File: config.mk
export PLATFORM = sky130hd
export DESIGN_NAME = reset_source_controller
export DESIGN_NICKNAME = d
export VERILOG_FILES = /design/src/reset_source_pkg.sv /design/src/reset_source_controller.sv
export SDC_FILE = /design/constraint.sdc
export NUM_CORES = 1
export LEC_CHECK = 0
export ABC_AREA = 1
export BUFFER_PORTS_ARGS = -buffer_cell sky130_fd_sc_hd__buf_2
export CAP_MARGIN = 20
export CELL_PAD_IN_SITES_DETAIL_PLACEMENT = 0
export CELL_PAD_IN_SITES_GLOBAL_PLACEMENT = 2
export CORE_UTILIZATION = 27
export CTS_BUF_LIST = sky130_fd_sc_hd__clkbuf_8
export DETAILED_ROUTE_END_ITERATION = 10
export GPL_ROUTABILITY_DRIVEN = 0
export HOLD_SLACK_MARGIN = 0.15
export PLACE_DENSITY = 0.84
export RECOVER_POWER = 100
export SYNTH_ARGS = -nofsm -noshare
export SYNTH_HDL_FRONTEND = slang
export SYNTH_SLANG_ARGS = --single-unit
File: constraint.sdc
create_clock -name sys_clk -period 2.3 [get_ports sys_clk]
set_clock_uncertainty 0.05 [all_clocks]
set_input_delay 0.115 -clock sys_clk [delete_from_list [all_inputs] [get_ports sys_clk]]
set_output_delay 0.115 -clock sys_clk [all_outputs]
set_load 0.03 [all_outputs]
File: src/reset_source_pkg.sv
// constants, types and reset state of the reset source controller
package reset_source_pkg;

    // ------------------------------------------------------------
    // timing
    // ------------------------------------------------------------
    localparam int CLK_PERIOD_NS   = 40;
    localparam int MCD_MIN_US      = 100;
    localparam int MCD_TYP_US      = 220;
    localparam int MCD_MAX_US      = 500;
    localparam int MCD_TYP_CYC     = MCD_TYP_US * 1000 / CLK_PERIOD_NS;
    localparam int RESET_DELAY_NS  = 5000;
    localparam int RESET_DELAY_CYC = (RESET_DELAY_NS + CLK_PERIOD_NS - 1) / CLK_PERIOD_NS;
    localparam int PIN_LOW_MIN_NS  = 15000;
    localparam int PIN_LOW_CYC     = (PIN_LOW_MIN_NS + CLK_PERIOD_NS - 1) / CLK_PERIOD_NS;
    localparam int WDT_DIV         = 12;

    localparam logic [7:0]  DELAY_LAST = 8'(RESET_DELAY_CYC - 1);
    localparam logic [15:0] PIN_LAST   = 16'(PIN_LOW_CYC - 1);
    localparam logic [3:0]  DIV_LAST   = 4'(WDT_DIV - 1);

    // ------------------------------------------------------------
    // register map
    // ------------------------------------------------------------
    localparam logic [7:0] REG_INDEX = 8'hff;
    localparam logic [9:0] REG_ADDR  = {REG_INDEX, 2'b00};

    localparam int BIT_PIN   = 0;
    localparam int BIT_POR   = 1;
    localparam int BIT_MCD   = 2;
    localparam int BIT_WDT   = 3;
    localparam int BIT_SW    = 4;
    localparam int BIT_CMP   = 5;
    localparam int BIT_FLASH = 6;

    localparam logic [15:0] LIMIT_8K = 16'h1dff;
    localparam logic [15:0] LIMIT_4K = 16'h0fff;
    localparam logic [15:0] LIMIT_2K = 16'h07ff;

    // synchroniser lanes
    localparam int SYN_PIN = 0;
    localparam int SYN_CMP = 1;
    localparam int SYN_VDD = 2;
    localparam int SYN_ACT = 3;
    localparam logic [3:0] SYN_IDLE = 4'h3;

    // ------------------------------------------------------------
    // types
    // ------------------------------------------------------------
    typedef struct packed {
        logic        read;
        logic        write;
        logic [9:0]  address;
        logic [3:0]  byteenable;
        logic [31:0] writedata;
    } avmm_req_type;

    typedef struct packed {
        logic [31:0] readdata;
        logic        waitrequest;
    } avmm_rsp_type;

    typedef struct packed {
        logic        movx_write;
        logic        prog_write_en;
        logic [15:0] movx_addr;
        logic        movc_read;
        logic [15:0] movc_addr;
        logic        branch_fetch;
        logic [15:0] fetch_addr;
    } flash_access_type;

    typedef enum logic [1:0] {
        ST_RUN   = 2'b01,
        ST_RESET = 2'b10
    } rs_state_type;

    typedef struct packed {
        rs_state_type st;
        logic [6:0]   flags;
        logic         mcd_en;
        logic         cmp_en;
        logic         vdd_en;
        logic         pin_drv;
        logic [7:0]   hold;
        logic [15:0]  mcd_cnt;
        logic [15:0]  pin_cnt;
        logic [3:0]   div;
        logic [3:0]   s1;
        logic [3:0]   s2;
        logic [3:0]   s3;
        logic [3:0]   stable;
        logic         act_prev;
        logic         ack;
        logic [31:0]  rdata;
    } ctrl_state_type;

    localparam ctrl_state_type STATE_RST = '{
        st:       ST_RESET,
        flags:    7'h02,
        mcd_en:   1'b0,
        cmp_en:   1'b0,
        vdd_en:   1'b0,
        pin_drv:  1'b1,
        hold:     8'h00,
        mcd_cnt:  16'h0000,
        pin_cnt:  16'h0000,
        div:      4'h0,
        s1:       SYN_IDLE,
        s2:       SYN_IDLE,
        s3:       SYN_IDLE,
        stable:   SYN_IDLE,
        act_prev: 1'b0,
        ack:      1'b0,
        rdata:    32'h0000_0000
    };

endpackage

File: src/reset_source_controller.sv
// reset source controller: combines reset requests, records the cause, runs the reset delay
`timescale 1ns/1ps

module reset_source_controller
    import reset_source_pkg::*;
#(
    parameter logic [15:0] MCD_TIMEOUT_CYC = 16'(MCD_TYP_CYC),
    parameter logic [15:0] CODE_LIMIT      = LIMIT_8K
) (
    // clock and power-on reset
    input  wire logic                               sys_clk,
    input  wire logic                               rst,
    // register bus
    input  wire reset_source_pkg::avmm_req_type     bus_req,
    output      reset_source_pkg::avmm_rsp_type     bus_rsp,
    // reset requesters
    input  wire logic                               clk_activity,
    input  wire logic                               cmp_out,
    input  wire logic                               vdd_low,
    input  wire logic                               wdt_timeout,
    input  wire reset_source_pkg::flash_access_type flash_acc,
    // external active-low reset pin
    input  wire logic                               rst_pin_n_i,
    output      logic                               rst_pin_n_o,
    output      logic                               rst_pin_n_oe,
    // system side
    output      logic                               sys_reset,
    output      logic                               vdd_mon_en,
    output      logic                               wdt_restart,
    output      logic                               wdt_tick
);
    import reset_source_pkg::*;

    ctrl_state_type r;
    ctrl_state_type n;

    logic        acc;
    logic        hit;
    logic        wr_do;
    logic [7:0]  wbyte;
    logic        pin_low;
    logic        act_edge;
    logic        mcd_req;
    logic        pin_req;
    logic        vdd_req;
    logic        vdd_en_req;
    logic        cmp_req;
    logic        flash_req;
    logic        sw_req;
    logic        hold_lvl;
    logic [6:0]  cause;

    // ------------------------------------------------------------
    // requests
    // ------------------------------------------------------------
    always_comb begin
        acc   = (bus_req.read | bus_req.write) & ~r.ack;
        hit   = bus_req.address == REG_ADDR;
        // a write lands on the edge where waitrequest is low
        wr_do = bus_req.write & r.ack & hit & bus_req.byteenable[0] & (r.st == ST_RUN);
        wbyte = bus_req.writedata[7:0];

        // our own drive of the pin must not look like an external reset
        pin_low  = ~r.stable[SYN_PIN] & ~r.pin_drv;
        pin_req  = pin_low & (r.pin_cnt == PIN_LAST);
        act_edge = r.stable[SYN_ACT] != r.act_prev;
        mcd_req  = r.mcd_en & (r.mcd_cnt == MCD_TIMEOUT_CYC - 16'h0001);
        vdd_req  = r.vdd_en & r.stable[SYN_VDD];
        vdd_en_req = wr_do & wbyte[BIT_POR] & ~r.vdd_en;
        cmp_req  = r.cmp_en & ~r.stable[SYN_CMP];
        flash_req = (flash_acc.movx_write & flash_acc.prog_write_en
                     & (flash_acc.movx_addr > CODE_LIMIT))
                  | (flash_acc.movc_read & (flash_acc.movc_addr > CODE_LIMIT))
                  | (flash_acc.branch_fetch & (flash_acc.fetch_addr > CODE_LIMIT));
        sw_req   = wr_do & wbyte[BIT_SW];

        // one-hot cause, fixed priority when several fire together
        cause = 7'h00;
        if (pin_req) begin
            cause[BIT_PIN] = 1'b1;
        end else if (vdd_req | vdd_en_req) begin
            cause[BIT_POR] = 1'b1;
        end else if (mcd_req) begin
            cause[BIT_MCD] = 1'b1;
        end else if (flash_req) begin
            cause[BIT_FLASH] = 1'b1;
        end else if (wdt_timeout) begin
            cause[BIT_WDT] = 1'b1;
        end else if (cmp_req) begin
            cause[BIT_CMP] = 1'b1;
        end else if (sw_req) begin
            cause[BIT_SW] = 1'b1;
        end

        // a low pin after a pin cause and a low supply with the monitor on keep the device in reset until they go away
        hold_lvl = (r.flags[BIT_PIN] & ~r.stable[SYN_PIN])
                 | (r.vdd_en & r.stable[SYN_VDD]);
    end

    // ------------------------------------------------------------
    // next state
    // ------------------------------------------------------------
    always_comb begin
        n = r;

        // three-stage synchronisers; a value counts when stages two and three agree
        n.s1 = {clk_activity, vdd_low, cmp_out, rst_pin_n_i};
        n.s2 = r.s1;
        n.s3 = r.s2;
        for (int i = 0; i < 4; i++) begin
            if (r.s2[i] == r.s3[i]) begin
                n.stable[i] = r.s3[i];
            end
        end
        n.act_prev = r.stable[SYN_ACT];

        // pin must stay low for the minimum time before it counts
        if (pin_low) begin
            if (r.pin_cnt != PIN_LAST) begin
                n.pin_cnt = r.pin_cnt + 16'h0001;
            end
        end else begin
            n.pin_cnt = 16'h0000;
        end

        // clock activity watchdog, restarted by every clock-tree toggle
        if (act_edge | ~r.mcd_en | (r.st != ST_RUN)) begin
            n.mcd_cnt = 16'h0000;
        end else if (!mcd_req) begin
            n.mcd_cnt = r.mcd_cnt + 16'h0001;
        end

        // watchdog clock enable, restarted with the reset
        if ((r.st != ST_RUN) || (r.div == DIV_LAST)) begin
            n.div = 4'h0;
        end else begin
            n.div = r.div + 4'h1;
        end

        // bus slave: one wait cycle, read data from the flop
        n.ack = acc;
        if (acc) begin
            n.rdata = 32'h0000_0000;
            if (hit) begin
                n.rdata[6:0] = r.flags;
            end
        end

        case (r.st)
            ST_RUN: begin
                if (cause != 7'h00) begin
                    n.st      = ST_RESET;
                    n.hold    = 8'h00;
                    n.flags   = cause;
                    n.cmp_en  = 1'b0;
                    // only supply-type resets pull the pin
                    n.pin_drv = cause[BIT_POR];
                    if (vdd_en_req) begin
                        n.vdd_en = 1'b1;
                    end
                end else if (wr_do) begin
                    n.mcd_en = wbyte[BIT_MCD];
                    n.cmp_en = wbyte[BIT_CMP];
                    n.vdd_en = wbyte[BIT_POR];
                end
            end
            ST_RESET: begin
                // enables other than the comparator are left as programmed
                if (hold_lvl) begin
                    n.hold = 8'h00;
                end else if (r.hold == DELAY_LAST) begin
                    n.st      = ST_RUN;
                    n.pin_drv = 1'b0;
                end else begin
                    n.hold = r.hold + 8'h01;
                end
            end
            default: begin
                n.st = ST_RESET;
            end
        endcase
    end

    // ------------------------------------------------------------
    // state register
    // ------------------------------------------------------------
    always_ff @(posedge sys_clk or posedge rst) begin
        if (rst) begin
            // power-on: flag set, monitor off, pin pulled low
            r <= STATE_RST;
        end else begin
            r <= n;
        end
    end

    // ------------------------------------------------------------
    // outputs
    // ------------------------------------------------------------
    assign bus_rsp.waitrequest = acc;
    assign bus_rsp.readdata    = r.rdata;
    assign rst_pin_n_o         = 1'b0;
    assign rst_pin_n_oe        = r.pin_drv;
    assign sys_reset           = r.st == ST_RESET;
    assign vdd_mon_en          = r.vdd_en;
    assign wdt_restart         = r.st == ST_RESET;
    assign wdt_tick            = (r.st == ST_RUN) && (r.div == DIV_LAST);

endmodule

[Word-level counts from Yosys, hierarchy flattened]
Cells that the tools add are included.
Word-level totals
  output and inout bits: 39
  logic and storage cells: 124
  flip-flop bits (word level): 82
Operators by class
  bitwise gates (word level): 32
  reductions and logical operators: 12
  equality and inequality tests: 21
  $add $sub $neg: 4
  magnitude comparators: 3
  multiplexer cells: 32
Operators by type and width (number)
  16-bit two-way mux: 4
  16-bit by 13-bit greater-than comparator with 1-bit output, second input constant: 3
  16-bit by 1-bit adder with 16-bit output, second input constant: 2
  1-bit bitwise AND: 18
  9-bit two-way mux: 2
  9-bit case mux with 2 select lines: 1
  16-bit by 13-bit equality test with 1-bit output, second input constant: 1
  16-bit by 9-bit equality test with 1-bit output, second input constant: 1
  8-bit two-way mux: 2
  16-bit by 9-bit inequality test with 1-bit output, second input constant: 1
  3-bit AND reduction: 4
  1-bit two-way mux: 11
  10-bit equality test, second input constant: 1
  2-bit two-way mux: 5
  8-bit by 1-bit adder with 8-bit output, second input constant: 1
  8-bit by 7-bit equality test with 1-bit output, second input constant: 1
  4-bit two-way mux: 2
  2-bit by 1-bit inequality test with 1-bit output, second input constant: 4
  7-bit two-way mux: 1
  1-bit inverter: 7
  1-bit OR: 7
  7-bit nonzero test: 1
  6-bit two-way mux: 1
  2-bit inequality test, second input constant: 3
  other kinds (15): 20

[Longest topological paths before layout]
Gate-level depths: netlist (run 1).
  depth in word-level cells: 15
  depth in mapped cells: 15
  mapped depth without buffers: 15

[Least setup slack after synthesis (run 1)]
Ideal clock, no wire load.
  path type: register to register
  start: reg r[106] (netlist bit)
  end: reg r[86] (netlist bit)
  data required time: 2133 ps
  setup time: 117 ps
  path slack: 311 ps
  arrival time: 1822 ps
  stages on the path, launching flop included: 14
  path through: dfstp_2 -> inv_1 -> ha_1 -> inv_2 -> nor3b_2 -> nand3_2 -> nand2_2 -> nor2_2 -> nand2_4 -> nand4_2 -> nand2_4 -> buf_12 -> nand2_4 -> o21ai_2
On the way
  longest elaborated chain between the ends: 13
  elaborated cells between the ends (all ways): 21
  classes of those cells: eq/ne (4); mux (9); bitwise (5); reduce/logical (3)
Ends and longest elaborated chain
  start: declaration: line reset_source_controller.sv:34  | ctrl_state_type r;
  start signal: assignment: line reset_source_controller.sv:192  | r <= n;
  2-bit by 1-bit equality test with 1-bit output: line reset_source_controller.sv:60, reset_source_controller.sv:149
  1-bit bitwise AND: line reset_source_controller.sv:60  | wr_do = bus_req.write & r.ack & hit & bus_req.byteenable[0] & (r.st == ST_RUN);
  1-bit bitwise AND: line reset_source_controller.sv:75  | sw_req = wr_do & wbyte[BIT_SW];
  1-bit two-way mux: line reset_source_controller.sv:91  | end else if (sw_req) begin
  1-bit two-way mux: line reset_source_controller.sv:89  | end else if (cmp_req) begin
  2-bit two-way mux: line reset_source_controller.sv:87  | end else if (wdt_timeout) begin
  3-bit two-way mux: line reset_source_controller.sv:85  | end else if (flash_req) begin
  4-bit two-way mux: line reset_source_controller.sv:83  | end else if (mcd_req) begin
  5-bit two-way mux: line reset_source_controller.sv:81  | end else if (vdd_req | vdd_en_req) begin
  6-bit two-way mux: line reset_source_controller.sv:79  | if (pin_req) begin
  7-bit nonzero test: line reset_source_controller.sv:151  | if (cause != 7'h00) begin
  2-bit inequality test (no line)
  3-bit AND reduction (no line)
Several ways; a longest one is shown, not always the timed one.
A chain may end at the register's enable or synchronous reset.

[Final worst setup path (run 1)]
  start: reg r[70] (netlist bit)
  end: reg r[96] (netlist bit)
On the way
  longest elaborated chain between the ends: 8
  elaborated cells between the ends (all ways): 10
  classes of those cells: eq/ne (1); mux (5); bitwise (1); reduce/logical (3)
Ends and longest elaborated chain
  16-bit by 13-bit equality test with 1-bit output *: line reset_source_controller.sv:67  | mcd_req = r.mcd_en & (r.mcd_cnt == MCD_TIMEOUT_CYC - 16'h0001);
  1-bit bitwise AND *: line reset_source_controller.sv:67
  1-bit two-way mux / 4-bit two-way mux (equally long branches): line reset_source_controller.sv:83
  5-bit two-way mux *: line reset_source_controller.sv:81
  6-bit two-way mux *: line reset_source_controller.sv:79
  7-bit nonzero test *: line reset_source_controller.sv:151
  2-bit nonzero test (no line)
  2-bit AND reduction (no line)
Mark *: on every way between the ends. The rest lies on a longest branch, timed or not.

==> results of run 1 <==
registers in the layout, indices dropped and copies added (netlist names):
| name | count |
|---|---|
| r | 64 |
| n | 9 |
| bus_rsp | 7 |
| rst_pin_n_oe | 1 |
| vdd_mon_en | 1 |
power groups by stage:
| stage | Sequential (mW) | Clock (mW) | Combinational [mW] |
|---|---|---|---|
| 6_report | 1.60 | 1.04 | 0.540 |
| 5_1_grt | 1.62 | 1.16 | 0.607 |
| 4_1_cts | 1.60 | 1.10 | 0.553 |
| 3_5_place_dp | 1.63 | 0 | 0.533 |
| 3_3_place_gp | 1.63 | 0 | 0.522 |
| 2_1_floorplan | 1.63 | 0 | 0.417 |
worst min-delay path by stage:
stage               cells past startpoint  endpoint  slack, ns
finish                                  7    r[102]       0.18
global route                            7    r[102]       0.20
CTS                                     7    r[102]       0.15
detailed placement                      2     n[45]       0.15
global placement                        2     n[45]       0.14
floorplan                               0     n[42]       0.07
cell families after synthesis:
| logic type | count (synthesis) |
|---|---|
| compound gates | 68 |
| xor+xnor | 3 |
| fa+ha+maj | 12 |
| buf+inv | 110 |
| flops | 82 |
| other cells | 1 |
| simple gates | 271 |
area by class of cell:
| cell class | count | area, um2 | share of cell area [%] |
|---|---|---|---|
| well taps | 216 | 270 | 5.08 |
| clock buffers | 9 | 124 | 2.33 |
| clock inverters | 7 | 63.8 | 1.20 |
| multi-input cells | 381 | 2000 | 37.5 |
| flip-flops and latches | 82 | 2070 | 38.8 |
| repair buffers | 90 | 542 | 10.2 |
| inverters | 68 | 256 | 4.82 |
cells in the mapped netlist, types with 3 or more instances:
master	count
nand2_1	109
dfrtp_1	71
inv_1	64
nor2_1	55
nand3_1	37
buf_4	35
o21ai_0	27
nand4_1	23
a21oi_1	21
nor3_1	14
o21ai_2	13
dfstp_2	11
ha_1	8
nor2_2	6
nand2_4	5
a31oi_1	4
inv_2	4
maj3_1	4
or2_2	4
clkbuf_1	3
nor3b_1	3
nor4_1	3
per-stage QoR:
stage,cell area (um2),std cells,power [mW]
2_1_floorplan,4600,572,2.04
3_3_place_gp,4960,818,2.15
3_5_place_dp,4960,818,2.16
4_1_cts,5310,850,3.25
5_1_grt,5320,853,3.38
6_report,5320,853,3.18
routing by layer:
layer | track usage (%) | up-vias | routed length (um)
met5 | 0 | - | 0
met4 | 4.18 | 0 | 120
met1 | 15.5 | 1716 | 4720
met2 | 18.4 | 75 | 4390
li1 | - | 1896 | -
met3 | 3.74 | 10 | 455
worst reg2reg max path, delay by kind of cell (launching register included):
family | cells | cell delay [ns]
buf+inv | 1 | 0.13
fa+ha+maj | 1 | 0.19
simple gates | 12 | 1.31
flops | 1 | 0.39
timing repair:
| action | in CTS | in global routing |
|---|---|---|
| hold buffers | 16 | 0 |
| setup endpoints to repair | 0 | 19 |
| gates resized for setup | 0 | 9 |
| buffers inserted | 0 | 2 |
| endpoints found under the hold margin | 47 | 0 |
==> qor.yml, run 1 <==
slew_headroom_pct: 7.03
internal_power_mw: 2.21
h-tree-depth: 3
track_usage_pct: 11.9
yosys.area_share.simple_pct: 28.8
dp_hpwl_um: 7090
vias: 3697
cts_made_buffers: 9
clk_latency_ns: 0.37
cts_tree: "done"
cpMostUsedCell: "nand2_1"
grt_pass1_wl_um: 16600
crit_path_max_incr_delay_ns: 0.39
clockBufferDepth: 2
crit_cells: 14
seqPwrFrac_pct: 50.4
setup_viol: 0
synth_cell_types: 39
path_cells: "ha_1 > nand2_1 > nor2_1 > nand3_1 > nor2_4 > nor2_1 > nand2_1 > nand2_1 > nor2_2 > nand3_2 > nand2_2 > buf_4 > nand3_1 > nand2_1"
area_growth_pct: 18.0
die_h_um: 131
hold_slack_ns: 0.178
synth_top_family_by_area: "simple AND/OR/NAND/NOR gates"
period_share_pct: 92.7
drc: 0
ys.warnings.count: 0
cp_num_buf_inv: 1
clkTransAtPathRegs_ns: 0.08
rrSetupSlack_ns: 0.17
mostFrequentLayoutCell: "nand2_1"
swShare_pct: 30.6
synth-seq-cells: 82
slew_violations: 0
timing.rr.start: "r[70]"
critPathSlowestCell: "dfrtp_1"
crit_start: "r[70]"
synth_area_um2: 4510
antenna_found_initial: 0
max_freq_mhz: 469
fin_crit_ns: 2.13
grt_pass1_vias: 3490
p_per_area_nw_per_um2: 598
path_class: "reg -> reg"
muxShareOfSynthArea_pct: 0
start_kind: "flip-flop"
antenna_left: 0
worst_pin_slew_ns: 1.39
synth_ff_type: "dfrtp_1"
setup_tns_ns: 0
synthTopCellsByArea: "dfrtp_1 (39%), nand2_1 (9.1%), dfstp_2 (6.4%)"
ys_seq_area_share_pct: 45.8
n_fill_cell: 1742
required_ns: 2.56
n_antenna_cell: 0
synthArstFlopShare_pct: 100
drt-total-wl_um: 9690
first_iter_violations: 183
netlist.area_leader.share_pct: 39.4
clock-root-buffer: "clkbuf_8"
power.share.clock_pct: 32.6
grt_start_max_net_pins: 36
cp-end-kind: "flip-flop"
outcome: "finished clean"
hold_viol: 0
coreArea_um2: 16100
final_util_pct: 33.0
switching_power_uw: 973
worstRegToRegCells: 14
die_w_um: 131
portBuffers: 61
hold_path_class: "in -> reg"
maxCapViolations: 0
place_ws_ns: 0.111
synthAdderAreaFrac_pct: 3.11
yosysTopAreaCell: "dfrtp_1"
min_from: "bus_req[4]"
combPwrFrac_pct: 17.0
floorplan.initialDensity_pct: 28.0
drtPass1Iterations: 4
synth_cells: 547
clock-sinks: 82
critPathCapture: "r[96]"
row_count: 46
cp_top_family: "simple AND/OR/NAND/NOR gates"
wl_per_cell_um: 11.4
nNetsFinal: 747
vdd_drop_max_mv: 0.260
synth-edff-count: 0
layout-drive-gt1-share_pct: 19.9
io_pins: 146
avgSynthCellArea_um2: 8.24
r2r-end: "r[96]"
leakage_nw: 2.49
worst_ep_arrival_time_ns: 2.39
fin_ws_ns: 0.168
vias_per_cell: 4.33
synth-xor-area-share_pct: 0.583
layout_common_cells: "nand2_1 (109), dfrtp_1 (71), inv_1 (66), nor2_1 (50), buf_2 (48)"
path_max_fanout: 4
dieArea_um2: 17200
grt_overflow: 0
synth-compound-area-share_pct: 8.85
Power figures use the tool's default switching activity.
==> run 2, diff against run 1 <==
- ABC_AREA: 1 -> unset
- CORE_UTILIZATION: 27 -> 28
- PLACE_DENSITY: 0.84 -> 0.83
==> run 2 against run 1 <==
Compared with the run above: fmax is 5.4% lower; area after synthesis is 5.4% lower; clock power is 9.5% lower; global-route usage is 0.36 points higher; the flow now finishes with violations (design-rule violations, max-capacitance violations, max-slew violations); worst hold slack worse by 0.026 ns; design area is 3.0% lower; cell count is 18% lower; critical path type unchanged; synthesized cell count is 25% lower; total power is 1.5% higher; via count is 13% lower.
==> qor.yml, run 2 <==
outcome: "finished, violations left"  # was finished clean
violations: "design-rule violations, max-capacitance violations, max-slew violations"
die_w_um: 125  # was 131 um
dp_hpwl_um: 6460  # was 7090 um
worstHoldPathCells: 3  # was 7
nNetsFinal: 622  # was 747
synth_ff_type: "dfrtp_1"  # unchanged
whs_endpoint: "r[32]"  # was r[102]
track_usage_pct: 12.3  # was 11.9%
netlist.area_leader.share_pct: 41.7  # was 39.4%
n_antenna_cell: 0  # unchanged
drt-total-wl_um: 9040  # was 9690 um
antenna_found_initial: 0  # unchanged
synthArstFlopShare_pct: 100  # unchanged
vias_per_cell: 4.64  # was 4.33
first_iter_violations: 201  # was 183
synth_area_um2: 4260  # was 4510 um2
fin_crit_ns: 2.25  # was 2.13 ns
dieArea_um2: 15700  # was 17200 um2
fin_ws_ns: 0.0465  # was 0.168 ns
n_fill_cell: 1493  # was 1742
grt_pass1_vias: 3359  # was 3490
synth-seq-cells: 82  # unchanged
fin_area_um2: 5160  # was 5320 um2
cts_made_buffers: 9  # unchanged
required_ns: 2.54  # was 2.56 ns
layout_common_cells: "dfrtp_1 (71), buf_2 (53), nor2_1 (44), buf_4 (30), nand2_1 (28)"  # was nand2_1 (109), dfrtp_1 (71), inv_1 (66), nor2_1 (50), buf_2 (48)
mostFrequentLayoutCell: "dfrtp_1"  # was nand2_1
start_kind: "flip-flop"  # unchanged
hold_viol: 0  # unchanged
min_from: "bus_req[47]"  # was bus_req[4]
netlist_top_cells_count: "dfrtp_1 (71), nor2_1 (44), buf_4 (35), nand2_1 (29)"  # was nand2_1 (109), dfrtp_1 (71), inv_1 (64), nor2_1 (55), nand3_1 (37)
coreArea_um2: 14700  # was 16100 um2
vias: 3226  # was 3697
row_count: 44  # was 46
portBuffers: 61  # unchanged
place_ws_ns: -0.0431  # was 0.111 ns
cts_tree: "done"  # unchanged
worst_ep_arrival_time_ns: 2.50  # was 2.39 ns
r2r-end: "r[102]"  # was r[96]
hold_path_class: "in -> reg"  # unchanged
synth-edff-count: 0  # unchanged
ys.warnings.count: 0  # unchanged
clkTransAtPathRegs_ns: 0.07  # was 0.08 ns
place_area_um2: 4790  # was 4960 um2
worstRegToRegCells: 9  # was 14
floorplan.initialDensity_pct: 29.0  # was 28.0%
path_max_fanout: 4  # unchanged
io_pins: 146  # unchanged
clk_latency_ns: 0.36  # was 0.37 ns
largest_register_ffs: 64  # unchanged
timing.rr.start: "r[106]"  # was r[70]
slew_violations: 42  # was 0
wl_per_cell_um: 13.0  # was 11.4 um
setup_viol: 0  # unchanged
slew_headroom_pct: -6.69  # was 7.03%
rsz0062_at_grt: "yes"
max_freq_mhz: 444  # was 469 MHz
clockBufferDepth: 2  # unchanged
yosysTopAreaCell: "dfrtp_1"  # unchanged
synth_cell_types: 65  # was 39
h-tree-depth: 3  # unchanged
path_class: "reg -> reg"  # unchanged
drc: 6  # was 0
period_share_pct: 98.0  # was 92.7%
synth_cells: 412  # was 547
maxCapViolations: 1  # was 0
final_util_pct: 35.1  # was 33.0%
drtPass1Iterations: 7  # was 4
cp-end-kind: "flip-flop"  # unchanged
area_growth_pct: 21.0  # was 18.0%
rrSetupSlack_ns: 0.05  # was 0.17 ns
antenna_left: 0  # unchanged
synthTopCellsByArea: "dfrtp_1 (42%), dfstp_2 (6.8%), buf_4 (6.2%)"  # was dfrtp_1 (39%), nand2_1 (9.1%), dfstp_2 (6.4%)
grt_overflow: 0  # unchanged
clock-root-buffer: "clkbuf_8"  # unchanged
vdd_drop_max_mv: 0.299  # was 0.260 mV
layout-drive-gt1-share_pct: 26.6  # was 19.9%
ys_seq_area_share_pct: 48.5  # was 45.8%
yosys.cell_count.top_type: "dfrtp_1"  # was nand2_1
regMostFlops: "r"  # unchanged
p_per_area_nw_per_um2: 625  # was 598 nW/um2
avgSynthCellArea_um2: 10.3  # was 8.24 um2
die_h_um: 125  # was 131 um
worst_pin_slew_ns: 1.60  # was 1.39 ns
grt_start_max_net_pins: 43  # was 36
clock-sinks: 82  # unchanged
grt_pass1_wl_um: 15400  # was 16600 um
leakage_nw: 2.27  # was 2.49 nW
==> run 2: changes by cell type in the layout (fill, tap and decap cells not counted), sizes merged, moves of 10 or more <==
cell	delta
xor2	+13
xnor2	+10
nand3	-24
o21ai	-23
buf	+30
nor2	-18
inv	-54
nand2	-88
==> run 2: repair_timing <==
item                       CTS  global route
pin swaps                    3            10
setup buffers                0             7
setup endpoints to repair    5             8
hold buffers                 9             0
resized for setup            2            14
hold endpoints to repair    42             0
cloned                       0             0
==> run 2: layer usage <==
| layer | global-route usage [%] | vias up | part of all wire [%] |
|---|---|---|---|
| li1 | - | 1594 | - |
| met1 | 14.3 | 1537 | 45 |
| met2 | 21.4 | 82 | 48 |
| met3 | 3.55 | 13 | 4.9 |
| met4 | 4.23 | 0 | 1.5 |
| met5 | 0 | - | 0 |
==> run 2: where the power goes <==
group	switching, mW	internal (mW)	total, mW	leakage (nW)
logic	0.429	0.255	0.684	1.10
registers	0.0653	1.54	1.60	1.07
clock network	0.503	0.438	0.941	0.0991
total	0.997	2.23	3.23	2.27
==> run 2: area by class of cell <==
type | count | area, um2 | share of cell area [%]
tap | 184 | 230 | 4.46
sequential | 82 | 2070 | 40.1
inverter | 13 | 48.8 | 0.946
timing repair buffer | 104 | 641 | 12.4
clock buffer | 11 | 151 | 2.94
clock inverter | 5 | 23.8 | 0.461
multi-input combinational | 297 | 2000 | 38.7
==> run 2: worst max-delay path by stage <==
stage / from / slack, ns / end
after floorplan: r[106] / 0.02 / r[97]
after global placement: r[106] / -0.02 / r[102]
after detailed placement: r[106] / -0.04 / r[102]
after CTS: r[106] / 0.006 / r[102]
after global routing: r[106] / -0.06 / r[102]
final: r[106] / 0.05 / r[102]
==> run 2: critical path: stages, from the launching register on <==
cell,delay [ns]
dfstp_2,0.55
inv_2,0.05
ha_4,0.16
nand4_4,0.07
nor4_4,0.06
a22o_1,0.22
buf_4,0.14
or4_4,0.56
nor3b_2,0.20
o21a_1,0.14
==> run 2: cells by family after synthesis <==
family | count (synthesis) | share of synthesized area, %
AO/OA/AOI/OAI | 72 | 12.2
XOR/XNOR | 26 | 5.34
adder cells (fa/ha/maj) | 12 | 3.29
buffers and inverters | 58 | 8.63
flip-flops | 82 | 48.5
multiplexers | 2 | 0.499
other | 1 | 0.0880
AND/OR/NAND/NOR | 159 | 21.5
==> run 2: metrics by stage <==
step           hold WS (ns)  instances  power (mW)  setup TNS (ns)
2_1_floorplan        0.0695        437        2.10               0
6_report              0.152        696        3.23               0
5_1_grt               0.188        696        3.41         -0.0833
3_5_place_dp          0.172        664        2.28         -0.0573
4_1_cts               0.151        689        3.26               0
3_3_place_gp          0.173        664        2.25         -0.0183
